==> src/core/hls_consts.vh <==
`ifndef HLS_CONSTS_VH
`define HLS_CONSTS_VH

// timebase
`define HLS_CLK_HZ 100000000
`define HLS_DEF_BAUD 9600
`define HLS_BIT_CYC (`HLS_CLK_HZ / `HLS_DEF_BAUD)
`define HLS_MS_CYC (`HLS_CLK_HZ / 1000)

// timing figures in milliseconds
`define HLS_ANN_WAIT_MS 11'd2000
`define HLS_CHAR_TO_MS 11'd200

// transmitter release delay, microseconds; not used, line_tx_oe drops one cycle after the last stop bit
`define HLS_RELEASE_US 100

// character codes
`define HLS_CH_ANN 8'hff
`define HLS_CH_CR 8'h0d
`define HLS_CH_ZERO 8'h30
`define HLS_CH_A 8'h41
`define HLS_CH_L 8'h4c
`define HLS_CH_C 8'h43
`define HLS_CH_E 8'h45
`define HLS_CH_EQ 8'h3d
`define HLS_CH_ERR 8'h3f

// alarm word layout
`define HLS_AL_RSVD_MASK 16'ha200
`define HLS_AL_FAULT_MASK 16'h01b9
`define HLS_AL_COMM_BIT 10

// reply-format option bit enabling parse error replies
`define HLS_FMT_ERR_BIT 2

// startup modes that keep the configuration-tool protocol
`define HLS_PM_TOOL_A 4'h1
`define HLS_PM_TOOL_B 4'h3

// communication error causes
`define HLS_CE_NONE 4'h0
`define HLS_CE_FRAME 4'h1
`define HLS_CE_OVERRUN 4'h2

// reply kinds
`define HLS_K_ANN 2'h0
`define HLS_K_AL 2'h1
`define HLS_K_CE 2'h2
`define HLS_K_ERR 2'h3

`endif

==> src/core/hls_top.v <==
`include "hls_consts.vh"

module hls_top #(
    parameter BIT_CYC_DEF = `HLS_BIT_CYC,
    parameter MS_CYC = `HLS_MS_CYC,
    // arbitrary identification values
    parameter [7:0] FW_VERSION = 8'h11,
    parameter [7:0] MODEL_CODE = 8'h22
) (
    // clock and reset
    input wire core_clk,
    input wire rst_n,
    // shared serial line
    input wire line_rx,
    output wire line_tx,
    output reg line_tx_oe,
    // stored configuration
    input wire [7:0] reply_dwell,
    input wire [3:0] startup_mode_setting,
    input wire [15:0] line_rate_setting,
    input wire [7:0] reply_format_options,
    // live drive conditions
    input wire [15:0] alarm_cond,
    // status
    output reg [15:0] alarm_word_q,
    output reg motor_disable_q,
    output reg status_fault_q,
    output reg text_mode_q,
    output reg comm_err_led_q,
    output reg saved_rate_q
);

    localparam M_ANN = 2'd0;
    localparam M_WAIT = 2'd1;
    localparam M_RUN = 2'd2;

    localparam [31:0] BIT_DEF_W = BIT_CYC_DEF;
    localparam [31:0] MS_LAST_W = MS_CYC - 1;
    localparam [15:0] BIT_DEF = BIT_DEF_W[15:0];
    localparam [23:0] MS_LAST = MS_LAST_W[23:0];

    // mode and startup
    reg [1:0] mode_q;
    reg pm_cap_q;
    reg pm_tool_q;
    reg zero_seen_q;

    // millisecond divider and timer
    reg [23:0] ms_cnt_q;
    reg [10:0] tmr_q;
    wire ms_tick;
    wire ms_restart;

    // command parser
    reg [7:0] c0_q;
    reg [7:0] c1_q;
    reg [1:0] ccnt_q;
    reg req_q;
    reg [1:0] req_kind_q;

    // comm error latch
    reg ce_latch_q;
    reg [3:0] ce_cause_q;

    // reply sequencer
    reg pkt_q;
    reg [1:0] kind_q;
    reg [3:0] idx_q;
    reg [3:0] len_q;
    reg [2:0] ndig_q;
    reg [15:0] snap_q;
    reg [7:0] dwell_left_q;
    reg ann_sent_q;
    reg pkt_done_q;
    reg tx_go_q;
    reg [7:0] tx_byte_q;

    wire [15:0] bit_div;
    wire rx_valid;
    wire [7:0] rx_data;
    wire frame_err;
    wire tx_busy;
    wire parse_ok;
    wire ce_clear;
    wire fmt_err_en;

    // announcement and wait run at default rate unless timed out
    assign bit_div = saved_rate_q ? line_rate_setting : BIT_DEF;

    assign ms_tick = (ms_cnt_q == MS_LAST);
    assign ms_restart = rx_valid || pkt_done_q;
    assign parse_ok = (mode_q == M_RUN) && text_mode_q;
    assign fmt_err_en = reply_format_options[`HLS_FMT_ERR_BIT];
    assign ce_clear = req_q && (req_kind_q == `HLS_K_CE);

    function [7:0] hex_char;
        input [3:0] v;
        begin
            hex_char = (v < 4'ha) ? (8'h30 + {4'h0, v}) : (8'h37 + {4'h0, v});
        end
    endfunction

    function [2:0] digit_count;
        input [15:0] w;
        begin
            if (w[15:12] != 4'h0)
                digit_count = 3'd4;
            else if (w[11:8] != 4'h0)
                digit_count = 3'd3;
            else if (w[7:4] != 4'h0)
                digit_count = 3'd2;
            else
                digit_count = 3'd1;
        end
    endfunction

    function [7:0] reply_byte;
        input [1:0] kind;
        input [2:0] idx;
        input [15:0] word;
        input [2:0] ndig;
        reg [2:0] pos;
        reg [3:0] nib;
        begin
            pos = ndig + 3'd2 - idx;
            case (pos[1:0])
                2'd0: nib = word[3:0];
                2'd1: nib = word[7:4];
                2'd2: nib = word[11:8];
                default: nib = word[15:12];
            endcase
            case (kind)
                `HLS_K_ANN:
                begin
                    if (idx == 3'd0)
                        reply_byte = `HLS_CH_ANN;
                    else if (idx == 3'd1)
                        reply_byte = FW_VERSION;
                    else
                        reply_byte = MODEL_CODE;
                end
                `HLS_K_ERR:
                begin
                    reply_byte = (idx == 3'd0) ? `HLS_CH_ERR : `HLS_CH_CR;
                end
                default:
                begin
                    if (idx == 3'd0)
                        reply_byte = (kind == `HLS_K_AL) ? `HLS_CH_A : `HLS_CH_C;
                    else if (idx == 3'd1)
                        reply_byte = (kind == `HLS_K_AL) ? `HLS_CH_L : `HLS_CH_E;
                    else if (idx == 3'd2)
                        reply_byte = `HLS_CH_EQ;
                    else if (idx == ndig + 3'd3)
                        reply_byte = `HLS_CH_CR;
                    else
                        reply_byte = hex_char(nib);
                end
            endcase
        end
    endfunction

    hls_uart_rx u_rx (
        .core_clk(core_clk),
        .rst_n(rst_n),
        .bit_div(bit_div),
        .line_rx(line_rx),
        .rx_valid(rx_valid),
        .rx_data(rx_data),
        .frame_err(frame_err)
    );

    hls_uart_tx u_tx (
        .core_clk(core_clk),
        .rst_n(rst_n),
        .bit_div(bit_div),
        .tx_start(tx_go_q),
        .tx_data(tx_byte_q),
        .tx_busy(tx_busy),
        .line_tx(line_tx)
    );

    // millisecond divider, realigned to each received character
    always @(posedge core_clk or negedge rst_n)
    begin
        if (!rst_n)
            ms_cnt_q <= 24'h000000;
        else if (ms_restart || ms_tick)
            ms_cnt_q <= 24'h000000;
        else
            ms_cnt_q <= ms_cnt_q + 24'h000001;
    end

    // startup mode sampled once after reset release
    always @(posedge core_clk or negedge rst_n)
    begin
        if (!rst_n)
        begin
            pm_cap_q <= 1'b0;
            pm_tool_q <= 1'b0;
        end
        else if (!pm_cap_q)
        begin
            pm_cap_q <= 1'b1;
            pm_tool_q <= (startup_mode_setting == `HLS_PM_TOOL_A) ||
                (startup_mode_setting == `HLS_PM_TOOL_B);
        end
    end

    // startup sequence and command parser
    always @(posedge core_clk or negedge rst_n)
    begin
        if (!rst_n)
        begin
            mode_q <= M_ANN;
            zero_seen_q <= 1'b0;
            tmr_q <= 11'h000;
            text_mode_q <= 1'b0;
            saved_rate_q <= 1'b0;
            c0_q <= 8'h00;
            c1_q <= 8'h00;
            ccnt_q <= 2'd0;
            req_q <= 1'b0;
            req_kind_q <= `HLS_K_AL;
        end
        else
        begin
            req_q <= 1'b0;
            case (mode_q)
                M_ANN:
                begin
                    tmr_q <= 11'h000;
                    if (pkt_done_q)
                        mode_q <= M_WAIT;
                end
                M_WAIT:
                begin
                    if (ms_tick)
                        tmr_q <= tmr_q + 11'h001;
                    if (rx_valid && rx_data == `HLS_CH_ZERO)
                    begin
                        zero_seen_q <= 1'b1;
                        if (zero_seen_q)
                        begin
                            // forced text mode, stored setting untouched
                            text_mode_q <= 1'b1;
                            mode_q <= M_RUN;
                        end
                    end
                    else if (rx_valid)
                    begin
                        zero_seen_q <= 1'b0;
                    end
                    else if (tmr_q == `HLS_ANN_WAIT_MS)
                    begin
                        saved_rate_q <= 1'b1;
                        text_mode_q <= ~pm_tool_q;
                        mode_q <= M_RUN;
                    end
                    tmr_q <= (tmr_q == `HLS_ANN_WAIT_MS) ? tmr_q :
                        tmr_q + {10'h000, ms_tick};
                end
                M_RUN:
                begin
                    if (rx_valid)
                        tmr_q <= 11'h000;
                    else if (ms_tick && ccnt_q != 2'd0)
                        tmr_q <= tmr_q + 11'h001;
                    if (parse_ok && rx_valid)
                    begin
                        if (rx_data == `HLS_CH_CR)
                        begin
                            ccnt_q <= 2'd0;
                            if (ccnt_q == 2'd2 && c0_q == `HLS_CH_A && c1_q == `HLS_CH_L)
                            begin
                                req_q <= ~pkt_q;
                                req_kind_q <= `HLS_K_AL;
                            end
                            else if (ccnt_q == 2'd2 && c0_q == `HLS_CH_C &&
                                c1_q == `HLS_CH_E)
                            begin
                                req_q <= ~pkt_q;
                                req_kind_q <= `HLS_K_CE;
                            end
                            else
                            begin
                                req_q <= fmt_err_en && ~pkt_q;
                                req_kind_q <= `HLS_K_ERR;
                            end
                        end
                        else
                        begin
                            if (ccnt_q == 2'd0)
                                c0_q <= rx_data;
                            if (ccnt_q == 2'd1)
                                c1_q <= rx_data;
                            if (ccnt_q != 2'd3)
                                ccnt_q <= ccnt_q + 2'd1;
                        end
                    end
                    else if (ccnt_q != 2'd0 && tmr_q == `HLS_CHAR_TO_MS)
                    begin
                        // stale partial command dropped
                        ccnt_q <= 2'd0;
                        req_q <= parse_ok && fmt_err_en && ~pkt_q;
                        req_kind_q <= `HLS_K_ERR;
                    end
                end
                default:
                begin
                    mode_q <= M_ANN;
                end
            endcase
        end
    end

    // hardware comm errors: latched silently, cleared by the query
    always @(posedge core_clk or negedge rst_n)
    begin
        if (!rst_n)
        begin
            ce_latch_q <= 1'b0;
            ce_cause_q <= `HLS_CE_NONE;
        end
        else if (frame_err)
        begin
            ce_latch_q <= 1'b1;
            ce_cause_q <= `HLS_CE_FRAME;
        end
        else if (rx_valid && pkt_q)
        begin
            // character arriving while a reply occupies the line
            ce_latch_q <= 1'b1;
            ce_cause_q <= `HLS_CE_OVERRUN;
        end
        else if (ce_clear)
        begin
            ce_latch_q <= 1'b0;
        end
    end

    // alarm word and fault outputs
    always @(posedge core_clk or negedge rst_n)
    begin
        if (!rst_n)
        begin
            alarm_word_q <= 16'h0000;
            motor_disable_q <= 1'b0;
            status_fault_q <= 1'b0;
            comm_err_led_q <= 1'b0;
        end
        else
        begin
            alarm_word_q <= (alarm_cond & ~`HLS_AL_RSVD_MASK &
                ~(16'h0001 << `HLS_AL_COMM_BIT)) |
                ({15'h0000, ce_latch_q} << `HLS_AL_COMM_BIT);
            motor_disable_q <= |(alarm_word_q & `HLS_AL_FAULT_MASK);
            status_fault_q <= |(alarm_word_q & `HLS_AL_FAULT_MASK);
            comm_err_led_q <= ce_latch_q;
        end
    end

    // reply sequencer: dwell, then one character after another
    always @(posedge core_clk or negedge rst_n)
    begin
        if (!rst_n)
        begin
            pkt_q <= 1'b0;
            kind_q <= `HLS_K_ANN;
            idx_q <= 4'd0;
            len_q <= 4'd0;
            ndig_q <= 3'd1;
            snap_q <= 16'h0000;
            dwell_left_q <= 8'h00;
            ann_sent_q <= 1'b0;
            pkt_done_q <= 1'b0;
            tx_go_q <= 1'b0;
            tx_byte_q <= 8'h00;
            line_tx_oe <= 1'b0;
        end
        else
        begin
            tx_go_q <= 1'b0;
            pkt_done_q <= 1'b0;
            if (pkt_q)
            begin
                if (dwell_left_q != 8'h00)
                begin
                    if (ms_tick)
                        dwell_left_q <= dwell_left_q - 8'h01;
                end
                else if (!tx_busy && !tx_go_q)
                begin
                    if (idx_q == len_q)
                    begin
                        pkt_q <= 1'b0;
                        pkt_done_q <= 1'b1;
                        line_tx_oe <= 1'b0;
                    end
                    else
                    begin
                        line_tx_oe <= 1'b1;
                        tx_go_q <= 1'b1;
                        tx_byte_q <= reply_byte(kind_q, idx_q[2:0], snap_q, ndig_q);
                        idx_q <= idx_q + 4'd1;
                    end
                end
            end
            else if (mode_q == M_ANN && !ann_sent_q)
            begin
                ann_sent_q <= 1'b1;
                pkt_q <= 1'b1;
                kind_q <= `HLS_K_ANN;
                idx_q <= 4'd0;
                len_q <= 4'd3;
                dwell_left_q <= 8'h00;
            end
            else if (req_q)
            begin
                pkt_q <= 1'b1;
                kind_q <= req_kind_q;
                idx_q <= 4'd0;
                dwell_left_q <= reply_dwell;
                if (req_kind_q == `HLS_K_AL)
                begin
                    snap_q <= alarm_word_q;
                    ndig_q <= digit_count(alarm_word_q);
                    len_q <= {1'b0, digit_count(alarm_word_q)} + 4'd4;
                end
                else if (req_kind_q == `HLS_K_CE)
                begin
                    snap_q <= {12'h000, ce_cause_q};
                    ndig_q <= 3'd1;
                    len_q <= 4'd5;
                end
                else
                begin
                    ndig_q <= 3'd1;
                    len_q <= 4'd2;
                end
            end
        end
    end

endmodule

==> src/core/hls_uart_rx.v <==
module hls_uart_rx (
    // clock and reset
    input wire core_clk,
    input wire rst_n,
    // bit period in clock cycles
    input wire [15:0] bit_div,
    // serial line
    input wire line_rx,
    // received character
    output reg rx_valid,
    output reg [7:0] rx_data,
    output reg frame_err
);

    localparam S_IDLE = 2'd0;
    localparam S_START = 2'd1;
    localparam S_DATA = 2'd2;
    localparam S_STOP = 2'd3;

    reg [1:0] state_q;
    reg [15:0] cnt_q;
    reg [2:0] nbit_q;
    reg [7:0] sh_q;

    always @(posedge core_clk or negedge rst_n)
    begin
        if (!rst_n)
        begin
            state_q <= S_IDLE;
            cnt_q <= 16'h0000;
            nbit_q <= 3'h0;
            sh_q <= 8'h00;
            rx_valid <= 1'b0;
            rx_data <= 8'h00;
            frame_err <= 1'b0;
        end
        else
        begin
            rx_valid <= 1'b0;
            frame_err <= 1'b0;
            if (state_q != S_IDLE && cnt_q != 16'h0000)
            begin
                cnt_q <= cnt_q - 16'h0001;
            end
            else
            begin
                case (state_q)
                    S_IDLE:
                    begin
                        if (!line_rx)
                        begin
                            cnt_q <= {1'b0, bit_div[15:1]};
                            state_q <= S_START;
                        end
                    end
                    S_START:
                    begin
                        // a start bit gone high at mid-bit was a glitch
                        cnt_q <= bit_div - 16'h0001;
                        nbit_q <= 3'h0;
                        state_q <= line_rx ? S_IDLE : S_DATA;
                    end
                    S_DATA:
                    begin
                        sh_q <= {line_rx, sh_q[7:1]};
                        nbit_q <= nbit_q + 3'h1;
                        cnt_q <= bit_div - 16'h0001;
                        if (nbit_q == 3'h7)
                        begin
                            state_q <= S_STOP;
                        end
                    end
                    S_STOP:
                    begin
                        rx_data <= sh_q;
                        rx_valid <= line_rx;
                        frame_err <= ~line_rx;
                        state_q <= S_IDLE;
                    end
                    default:
                    begin
                        state_q <= S_IDLE;
                    end
                endcase
            end
        end
    end

endmodule

==> src/core/hls_uart_tx.v <==
module hls_uart_tx (
    // clock and reset
    input wire core_clk,
    input wire rst_n,
    // bit period in clock cycles
    input wire [15:0] bit_div,
    // character to send
    input wire tx_start,
    input wire [7:0] tx_data,
    output reg tx_busy,
    // serial line
    output reg line_tx
);

    reg [15:0] cnt_q;
    reg [3:0] nbit_q;
    reg [8:0] sh_q;
    wire bit_tick;

    // one-cycle pulse at the end of each bit period
    assign bit_tick = tx_busy && (cnt_q == bit_div - 16'h0001);

    always @(posedge core_clk or negedge rst_n)
    begin
        if (!rst_n)
        begin
            cnt_q <= 16'h0000;
            nbit_q <= 4'h0;
            sh_q <= 9'h1ff;
            tx_busy <= 1'b0;
            line_tx <= 1'b1;
        end
        else if (!tx_busy)
        begin
            cnt_q <= 16'h0000;
            if (tx_start)
            begin
                // start bit, then eight data bits lsb first, then stop
                line_tx <= 1'b0;
                sh_q <= {1'b1, tx_data};
                nbit_q <= 4'h0;
                tx_busy <= 1'b1;
            end
        end
        else if (bit_tick)
        begin
            cnt_q <= 16'h0000;
            if (nbit_q == 4'h9)
            begin
                tx_busy <= 1'b0;
            end
            else
            begin
                line_tx <= sh_q[0];
                sh_q <= {1'b1, sh_q[8:1]};
                nbit_q <= nbit_q + 4'h1;
            end
        end
        else
        begin
            cnt_q <= cnt_q + 16'h0001;
        end
    end

endmodule
==> config.mk <==
export PLATFORM = sky130hd
export DESIGN_NAME = hls_top
export DESIGN_NICKNAME = d
export VERILOG_FILES = /design/src/core/hls_top.v /design/src/core/hls_uart_rx.v /design/src/core/hls_uart_tx.v
export VERILOG_INCLUDE_DIRS = /design/src /design/src/core
export SDC_FILE = /design/constraint.sdc
export NUM_CORES = 1
export LEC_CHECK = 0
export BUFFER_PORTS_ARGS = -buffer_cell sky130_fd_sc_hd__buf_2
export CORE_ASPECT_RATIO = 0.5
export CORE_UTILIZATION = 45
export CTS_CLUSTER_DIAMETER = 60
export DETAILED_ROUTE_END_ITERATION = 16
export GPL_ROUTABILITY_DRIVEN = 0
export PLACE_DENSITY = 0.62
export SLEW_MARGIN = 20
export SYNTH_ARGS = -nofsm -noshare
export SYNTH_HDL_FRONTEND = slang
export SYNTH_SLANG_ARGS = --single-unit
==> constraint.sdc <==
create_clock -name core_clk -period 7.9 [get_ports core_clk]
set_input_delay 1.185 -clock core_clk [delete_from_list [all_inputs] [get_ports core_clk]]
set_output_delay 1.185 -clock core_clk [all_outputs]
set_load 0.1 [all_outputs]
== Word-level counts from Yosys, hierarchy flattened ==
Cells that the tools add are included.

* Add/subtract/negate cells: 17
* Magnitude comparators: 1
* Equal/unequal tests: 52
* Multiplexer cells: 124
* Bitwise operators: 12
* Reductions and logical operators: 74

{| class="wikitable"
|+ Operators with widths
! cell !! number
|-
| 16-bit 2-to-1 mux || 7
|-
| 4-bit 2-to-1 mux || 20
|-
| 8-bit 2-to-1 mux || 6
|-
| 2-bit 2-to-1 mux || 21
|-
| 1-bit 2-to-1 mux || 41
|-
| 9-bit 2-to-1 mux || 4
|-
| 7-bit 2-to-1 mux || 5
|-
| 11-bit 2-to-1 mux || 3
|-
| 11-bit case mux with 3 select lines || 1
|-
| 8-bit by 7-bit equality test with 1-bit output, second input constant || 4
|-
| 16-bit case mux with 2 select lines || 1
|-
| 16-bit by 1-bit subtractor with 16-bit output, second input constant || 2
|-
| 4-bit AND reduction || 7
|-
| 24-bit by 1-bit adder with 24-bit output, second input constant || 1
|-
| 24-bit by 17-bit equality test with 1-bit output, second input constant || 1
|-
| 24-bit 2-to-1 mux || 1
|-
| 3-bit AND reduction || 8
|-
| 2-bit != test, second input constant || 11
|-
| 3-bit 2-to-1 mux || 7
|-
| 2-bit nonzero test || 10
|-
| 1-bit logical AND || 18
|-
| 16-bit by 1-bit adder with 16-bit output, second input constant || 1
|-
| 16-bit equality test || 1
|-
| 8-bit case mux with 2 select lines || 1
|-
| other kinds (49) || 98
|}

* Register bits after elaboration: 205
* Logic and storage cells: 322

== Depth between registers and ports, before layout ==
* Word-level depth: 15
* Mapped depth: 16
* Mapped depth without buffers: 12

== By module ==
From an unflattened synthesis, not the netlist that was laid out.

* Cells, all modules: 1207
* Area, all modules: 11631.2 um^2

{| class="wikitable"
|+ Modules (own cells, without submodules)
! module !! times used !! cells each !! area each (um^2) !! sequential area each (um^2)
|-
| hls_top || 1 || 720 || 7003.0 || 3180.6
|-
| hls_uart_rx || 1 || 258 || 2523.7 || 975.9
|-
| hls_uart_tx || 1 || 229 || 2104.5 || 762.0
|}

== Worst setup path before layout ==
No wires, ideal clock.

* Path kind: reg2reg
* From: register saved_rate_q
* To: register u_tx.nbit_q[0]
* Library setup time: 121 ps
* Arrival: 4018 ps
* Required time: 7779 ps
* Setup slack: 3761 ps
* Cell stages (with the launch flop): 14
* Path buffers: 3
* Clock period less this slack: 4139 ps
* Path through: dfrtp_1 > clkbuf_1 > clkbuf_1 > nand2_1 > ha_1 > or4b_1 > o31a_1 > or4_1 > nor2_1 > nand4_1 > nor4_1 > buf_4 > mux2_2 > a22o_1

* Longest elaborated chain between the ends: 6

{| class="wikitable"
|+ RTL lines
! what !! line !! source
|-
| start: declaration || hls_top.v:30 || <nowiki>output reg saved_rate_q</nowiki>
|-
| start signal: assignment || hls_top.v:219 || <nowiki>saved_rate_q <= 1'b0;</nowiki>
|-
| start signal: assignment || hls_top.v:256 || <nowiki>saved_rate_q <= 1'b1;</nowiki>
|-
| 16-bit 2-to-1 mux || hls_top.v:88 || <nowiki>assign bit_div = saved_rate_q ? line_rate_setting : BIT_DEF;</nowiki>
|-
| 16-bit by 1-bit subtractor with 16-bit output || hls_uart_tx.v:21 || <nowiki>assign bit_tick = tx_busy && (cnt_q == bit_div - 16'h0001);</nowiki>
|-
| 16-bit equality test || hls_uart_tx.v:21 ||
|-
| 1-bit logical AND || hls_uart_tx.v:21 ||
|-
| 2-bit != test (no source line) || n/a ||
|-
| 3-bit AND reduction (no source line) || n/a ||
|-
| end signal: assignment || hls_uart_tx.v:56 || <nowiki>nbit_q <= nbit_q + 4'h1;</nowiki>
|-
| end: declaration || hls_uart_tx.v:16 || <nowiki>reg [3:0] nbit_q;</nowiki>
|}

Every way passes these cells.
A chain may end at the register's enable or synchronous reset.

== Final worst setup path ==
* From: input port line_rate_setting[0]
* To: register u_tx.cnt_q[12]

* Longest elaborated chain between the ends: 6

{| class="wikitable"
|+ RTL lines
! what !! line !! source
|-
| start: declaration || hls_top.v:20 || <nowiki>input wire [15:0] line_rate_setting,</nowiki>
|-
| 16-bit 2-to-1 mux || hls_top.v:88 ||
|-
| 16-bit by 1-bit subtractor with 16-bit output || hls_uart_tx.v:21 ||
|-
| 16-bit equality test || hls_uart_tx.v:21 ||
|-
| 1-bit logical AND || hls_uart_tx.v:21 ||
|-
| 16-bit 2-to-1 mux || hls_uart_tx.v:45 || <nowiki>else if (bit_tick)</nowiki>
|-
| 16-bit 2-to-1 mux || hls_uart_tx.v:33 || <nowiki>else if (!tx_busy)</nowiki>
|-
| end signal: assignment || hls_uart_tx.v:61 || <nowiki>cnt_q <= cnt_q + 16'h0001;</nowiki>
|-
| end: declaration || hls_uart_tx.v:15 || <nowiki>reg [15:0] cnt_q;</nowiki>
|}

Every way passes these cells.

==> results.md <==
* **post-synthesis sequential area ratio** 44.2%
* **first-pass GRT wire length** 42800 µm
* **number of distinct standard cells referenced by the synthesized netlist** 75
* **number of instances resized during post-cts repair** 0
* **Final Hold Slack** 0.383 ns
* **synthesized instance count** 1216
* **Clk Latency, worst-skew pair** 0.45 ns
* **via count** 8976
* **width of the die** 224 µm
* **worst min path class** flop to flop
* **endpoint class of the critical path** flop
* **cts bufs inserted** 17
* **shortest clock period the worst path allows after layout** 4.41 ns
* **maximum number of pins on one net before global-route repair** 86
* **library cell used as clock root buffer** sky130_fd_sc_hd__clkbuf_16
* **number of sinks driven by the clock tree** 196
* **final number of max-transition violations** 0
* **Final Cell Area** 12300 µm²
* **number of top-level pins** 78
* **count of flip-flops with a built-in enable after synthesis** 0
* **number of filler instances in the final layout** 2307
* **clock tree from TritonCTS** yes
* **number of cell rows** 40
* **instance area at placement** 11700 µm²
* **hold buffer count at CTS** 0
* **routed wirelength normalized by instance count** 16.0 µm
* **remaining antenna violation count** 0
* **Slew @ Worst Pin** 1.05 ns
* **total wire length after detailed routing** 25500 µm
* **status** completed
* **Worst Skew** 0.0101 ns
* **async set or reset register ratio after synthesis** 100%
* **remaining max-slew budget at the tightest pin** 29.8%
* **layout cell share with drive strength beyond 1** 12.8%
* **maximum buffer depth of the clock tree** 2
* **number of buffers added on ports** 62
* **synthesized cell area** 11100 µm²
* **FF+latch count, synth** 196
* **startpoint kind of the worst setup timing path** primary input
* **final net count** 1343
* **number of global-route vias before repair** 8628
* **Die Footprint** 25400 µm²
* **number of DRC markers after the initial detailed-route iteration** 660
* **Power Dens Cells** 164 nW/µm²
* **worst setup slack after layout** 3.49 ns
* **post-placement setup slack** 3.01 ns
* **starting utilization of the core area** 46.2%
* **final worst path period share** 55.9%
* **H-tree depth** 4
* **Die H** 113 µm
* **detailed-router iteration count before antenna repair** 5
* **worst-case vdd ir drop** 0.000113 V
* **biggest fanout along the worst timing path** 17
* **number of vias per cell after detailed routing** 5.62
* **most used cells in the layout excluding fill and tap cells** sky130_fd_sc_hd__dfrtp_1 (185), sky130_fd_sc_hd__nand2_1 (147), sky130_fd_sc_hd__nor2_1 (114), sky130_fd_sc_hd__nand3_1 (78), sky130_fd_sc_hd__o21ai_0 (69)
* **max-cap violation count** 0
* **flip-flop cell with the highest count after synthesis** sky130_fd_sc_hd__dfrtp_1
* **number of antenna cells inserted** 0
* **clock-pin slew of the registers on the worst-case setup and hold paths** 0.08 ns
* **total setup buffers inserted after CTS** 0
* **number of antenna violations at the first check in global routing** 0
* **final core occ** 51.0%
* **final hold viol count** 0
* **Warnings, synthesis** 0
* **drc violations** 0
* **RSZ-0062 raised after global routing** no
* **setup TNS** 0 ns
* **area of the core** 24100 µm²
* **category of the most critical setup path** primary input to flop
* **most frequent standard cell in the layout excluding fill and tap cells** sky130_fd_sc_hd__dfrtp_1
* **total routing usage reported by global routing** 20.9%
* **overall overflow remaining after global route** 0
* **Data required, critical path** 8.21 ns
* **highest clock frequency the design can meet** 0.227 GHz
* **Area Overhead vs Synth** 10.6%
* **reported leakage power** 5.46 nW
* **mean instance size in the synthesized netlist** 9.16 µm²
* **half-perimeter wire length after detailed placement** 17800 µm
* **final setup violation count** 0
* **data arrival time of the critical path** 4.72 ns
==> final cells by class <==
| cell class | count | area (µm²) | share of cell area, % |
|---|---|---|---|
| multi-input combinational | 917 | 5810 | 47.2 |
| sequential | 196 | 4920 | 40.0 |
| clock buffer | 19 | 453 | 3.68 |
| tap | 336 | 420 | 3.42 |
| timing repair buffer | 68 | 364 | 2.96 |
| inverter | 48 | 180 | 1.46 |
| clock inverter | 13 | 164 | 1.33 |
==> logic make-up (layout without fill, tap and decap cells) <==
| group | count (synthesis) | after routing | share of synthesized area, % |
|---|---|---|---|
| buffers and inverters | 105 | 148 | 3.89 |
| adder cells (fa/ha/maj) | 40 | 40 | 4.50 |
| XOR/XNOR | 72 | 72 | 5.79 |
| AO/OA/AOI/OAI | 251 | 251 | 14.5 |
| AND/OR/NAND/NOR | 495 | 495 | 21.6 |
| other | 2 | 4 | 0.0675 |
| multiplexers | 55 | 55 | 5.57 |
| flip-flops | 196 | 196 | 44.2 |
==> where the power goes <==
group          internal [mW]  switching, mW  total, mW
logic                 0.0162         0.0736     0.0898
registers               1.01        0.00445       1.01
clock network          0.496          0.423      0.919
total                   1.52          0.501       2.02
==> registers in the layout, indices dropped and copies added, names as in the netlist, 11 cells and up, named ones only <==
register and count:
u_tx.cnt_q 16, u_rx.cnt_q 16, tmr_q 11, ms_cnt_q 24, snap_q 13, alarm_word_q 13
==> synthesized netlist by cell type (5+ instances only) <==
cell / n / area share, %
sky130_fd_sc_hd__dfrtp_1: 185 / 42
sky130_fd_sc_hd__nand2_1: 147 / 5.0
sky130_fd_sc_hd__nor2_1: 114 / 3.8
sky130_fd_sc_hd__nand3_1: 78 / 3.5
sky130_fd_sc_hd__o21ai_0: 69 / 3.1
sky130_fd_sc_hd__a21oi_1: 53 / 2.4
sky130_fd_sc_hd__clkbuf_1: 45 / 1.5
sky130_fd_sc_hd__inv_1: 45 / 1.5
sky130_fd_sc_hd__ha_1: 40 / 4.5
sky130_fd_sc_hd__xor2_1: 37 / 2.9
sky130_fd_sc_hd__mux2_2: 36 / 3.6
sky130_fd_sc_hd__xnor2_1: 34 / 2.7
sky130_fd_sc_hd__nor3_1: 32 / 1.4
sky130_fd_sc_hd__a31oi_1: 17 / 0.96
sky130_fd_sc_hd__mux2i_1: 17 / 1.5
sky130_fd_sc_hd__nor4_1: 17 / 0.96
sky130_fd_sc_hd__o22ai_1: 17 / 0.96
sky130_fd_sc_hd__and3_1: 16 / 0.90
sky130_fd_sc_hd__nand2b_1: 16 / 0.90
sky130_fd_sc_hd__nand4_1: 12 / 0.67
sky130_fd_sc_hd__dfstp_2: 11 / 2.6
sky130_fd_sc_hd__o211ai_1: 10 / 0.67
sky130_fd_sc_hd__o31ai_1: 10 / 0.67
sky130_fd_sc_hd__a22oi_1: 8 / 0.54
sky130_fd_sc_hd__and2_1: 8 / 0.45
sky130_fd_sc_hd__o22a_1: 8 / 0.63
sky130_fd_sc_hd__or3_1: 8 / 0.45
sky130_fd_sc_hd__nor2b_1: 7 / 0.39
sky130_fd_sc_hd__a21o_1: 6 / 0.40
sky130_fd_sc_hd__buf_4: 6 / 0.40
sky130_fd_sc_hd__nor3b_1: 6 / 0.40
sky130_fd_sc_hd__nor4b_1: 6 / 0.47
sky130_fd_sc_hd__o21a_1: 6 / 0.40
sky130_fd_sc_hd__a41oi_1: 5 / 0.39
sky130_fd_sc_hd__nand3b_1: 5 / 0.34
==> final timing paths <==
check | cells past startpoint | slack (ns) | to | startpoint
setup / recovery | 12 | 3.49 | u_tx.cnt_q[12] | line_rate_setting[0]
hold / removal | 0 | 0.38 | alarm_word_q[10] | ce_latch_q
setup reg to reg | 11 | 3.95 | u_tx.cnt_q[12] | saved_rate_q
hold reg to reg | 0 | 0.38 | alarm_word_q[10] | ce_latch_q
max in group asynchronous | 2 | 5.78 | tx_byte_q[4] | rst_n
min in group asynchronous | 1 | 0.80 | u_tx.cnt_q[10] | rst_n
==> metrics by stage <==
step                power, mW  cells
floorplan                1.08   1218
global placement         1.12   1565
detailed placement       1.12   1565
CTS                      2.05   1597
global route             2.09   1597
finish                   2.02   1597
==> critical path, cell delays in order <==
cell and delay (ns):
sky130_fd_sc_hd__buf_2 0.15, sky130_fd_sc_hd__nand2_1 0.12, sky130_fd_sc_hd__ha_1 0.44, sky130_fd_sc_hd__or4b_1 0.60, sky130_fd_sc_hd__o31a_1 0.27, sky130_fd_sc_hd__or4_1 0.58, sky130_fd_sc_hd__nor2_1 0.13, sky130_fd_sc_hd__nand4_1 0.10
sky130_fd_sc_hd__nor4_2 0.27, sky130_fd_sc_hd__buf_4 0.25, sky130_fd_sc_hd__or2b_1 0.50, sky130_fd_sc_hd__nor2_1 0.11
==> layer usage <==
| layer | up-vias | share of wire [%] | track usage (%) |
|---|---|---|---|
| met1 | 4380 | 48 | 28.8 |
| met3 | 28 | 3.9 | 4.23 |
| met2 | 169 | 46 | 33.6 |
| met5 | - | 0 | 0 |
| li1 | 4399 | - | - |
| met4 | 0 | 1.4 | 6.03 |
(Power assumes the default switching activity.)
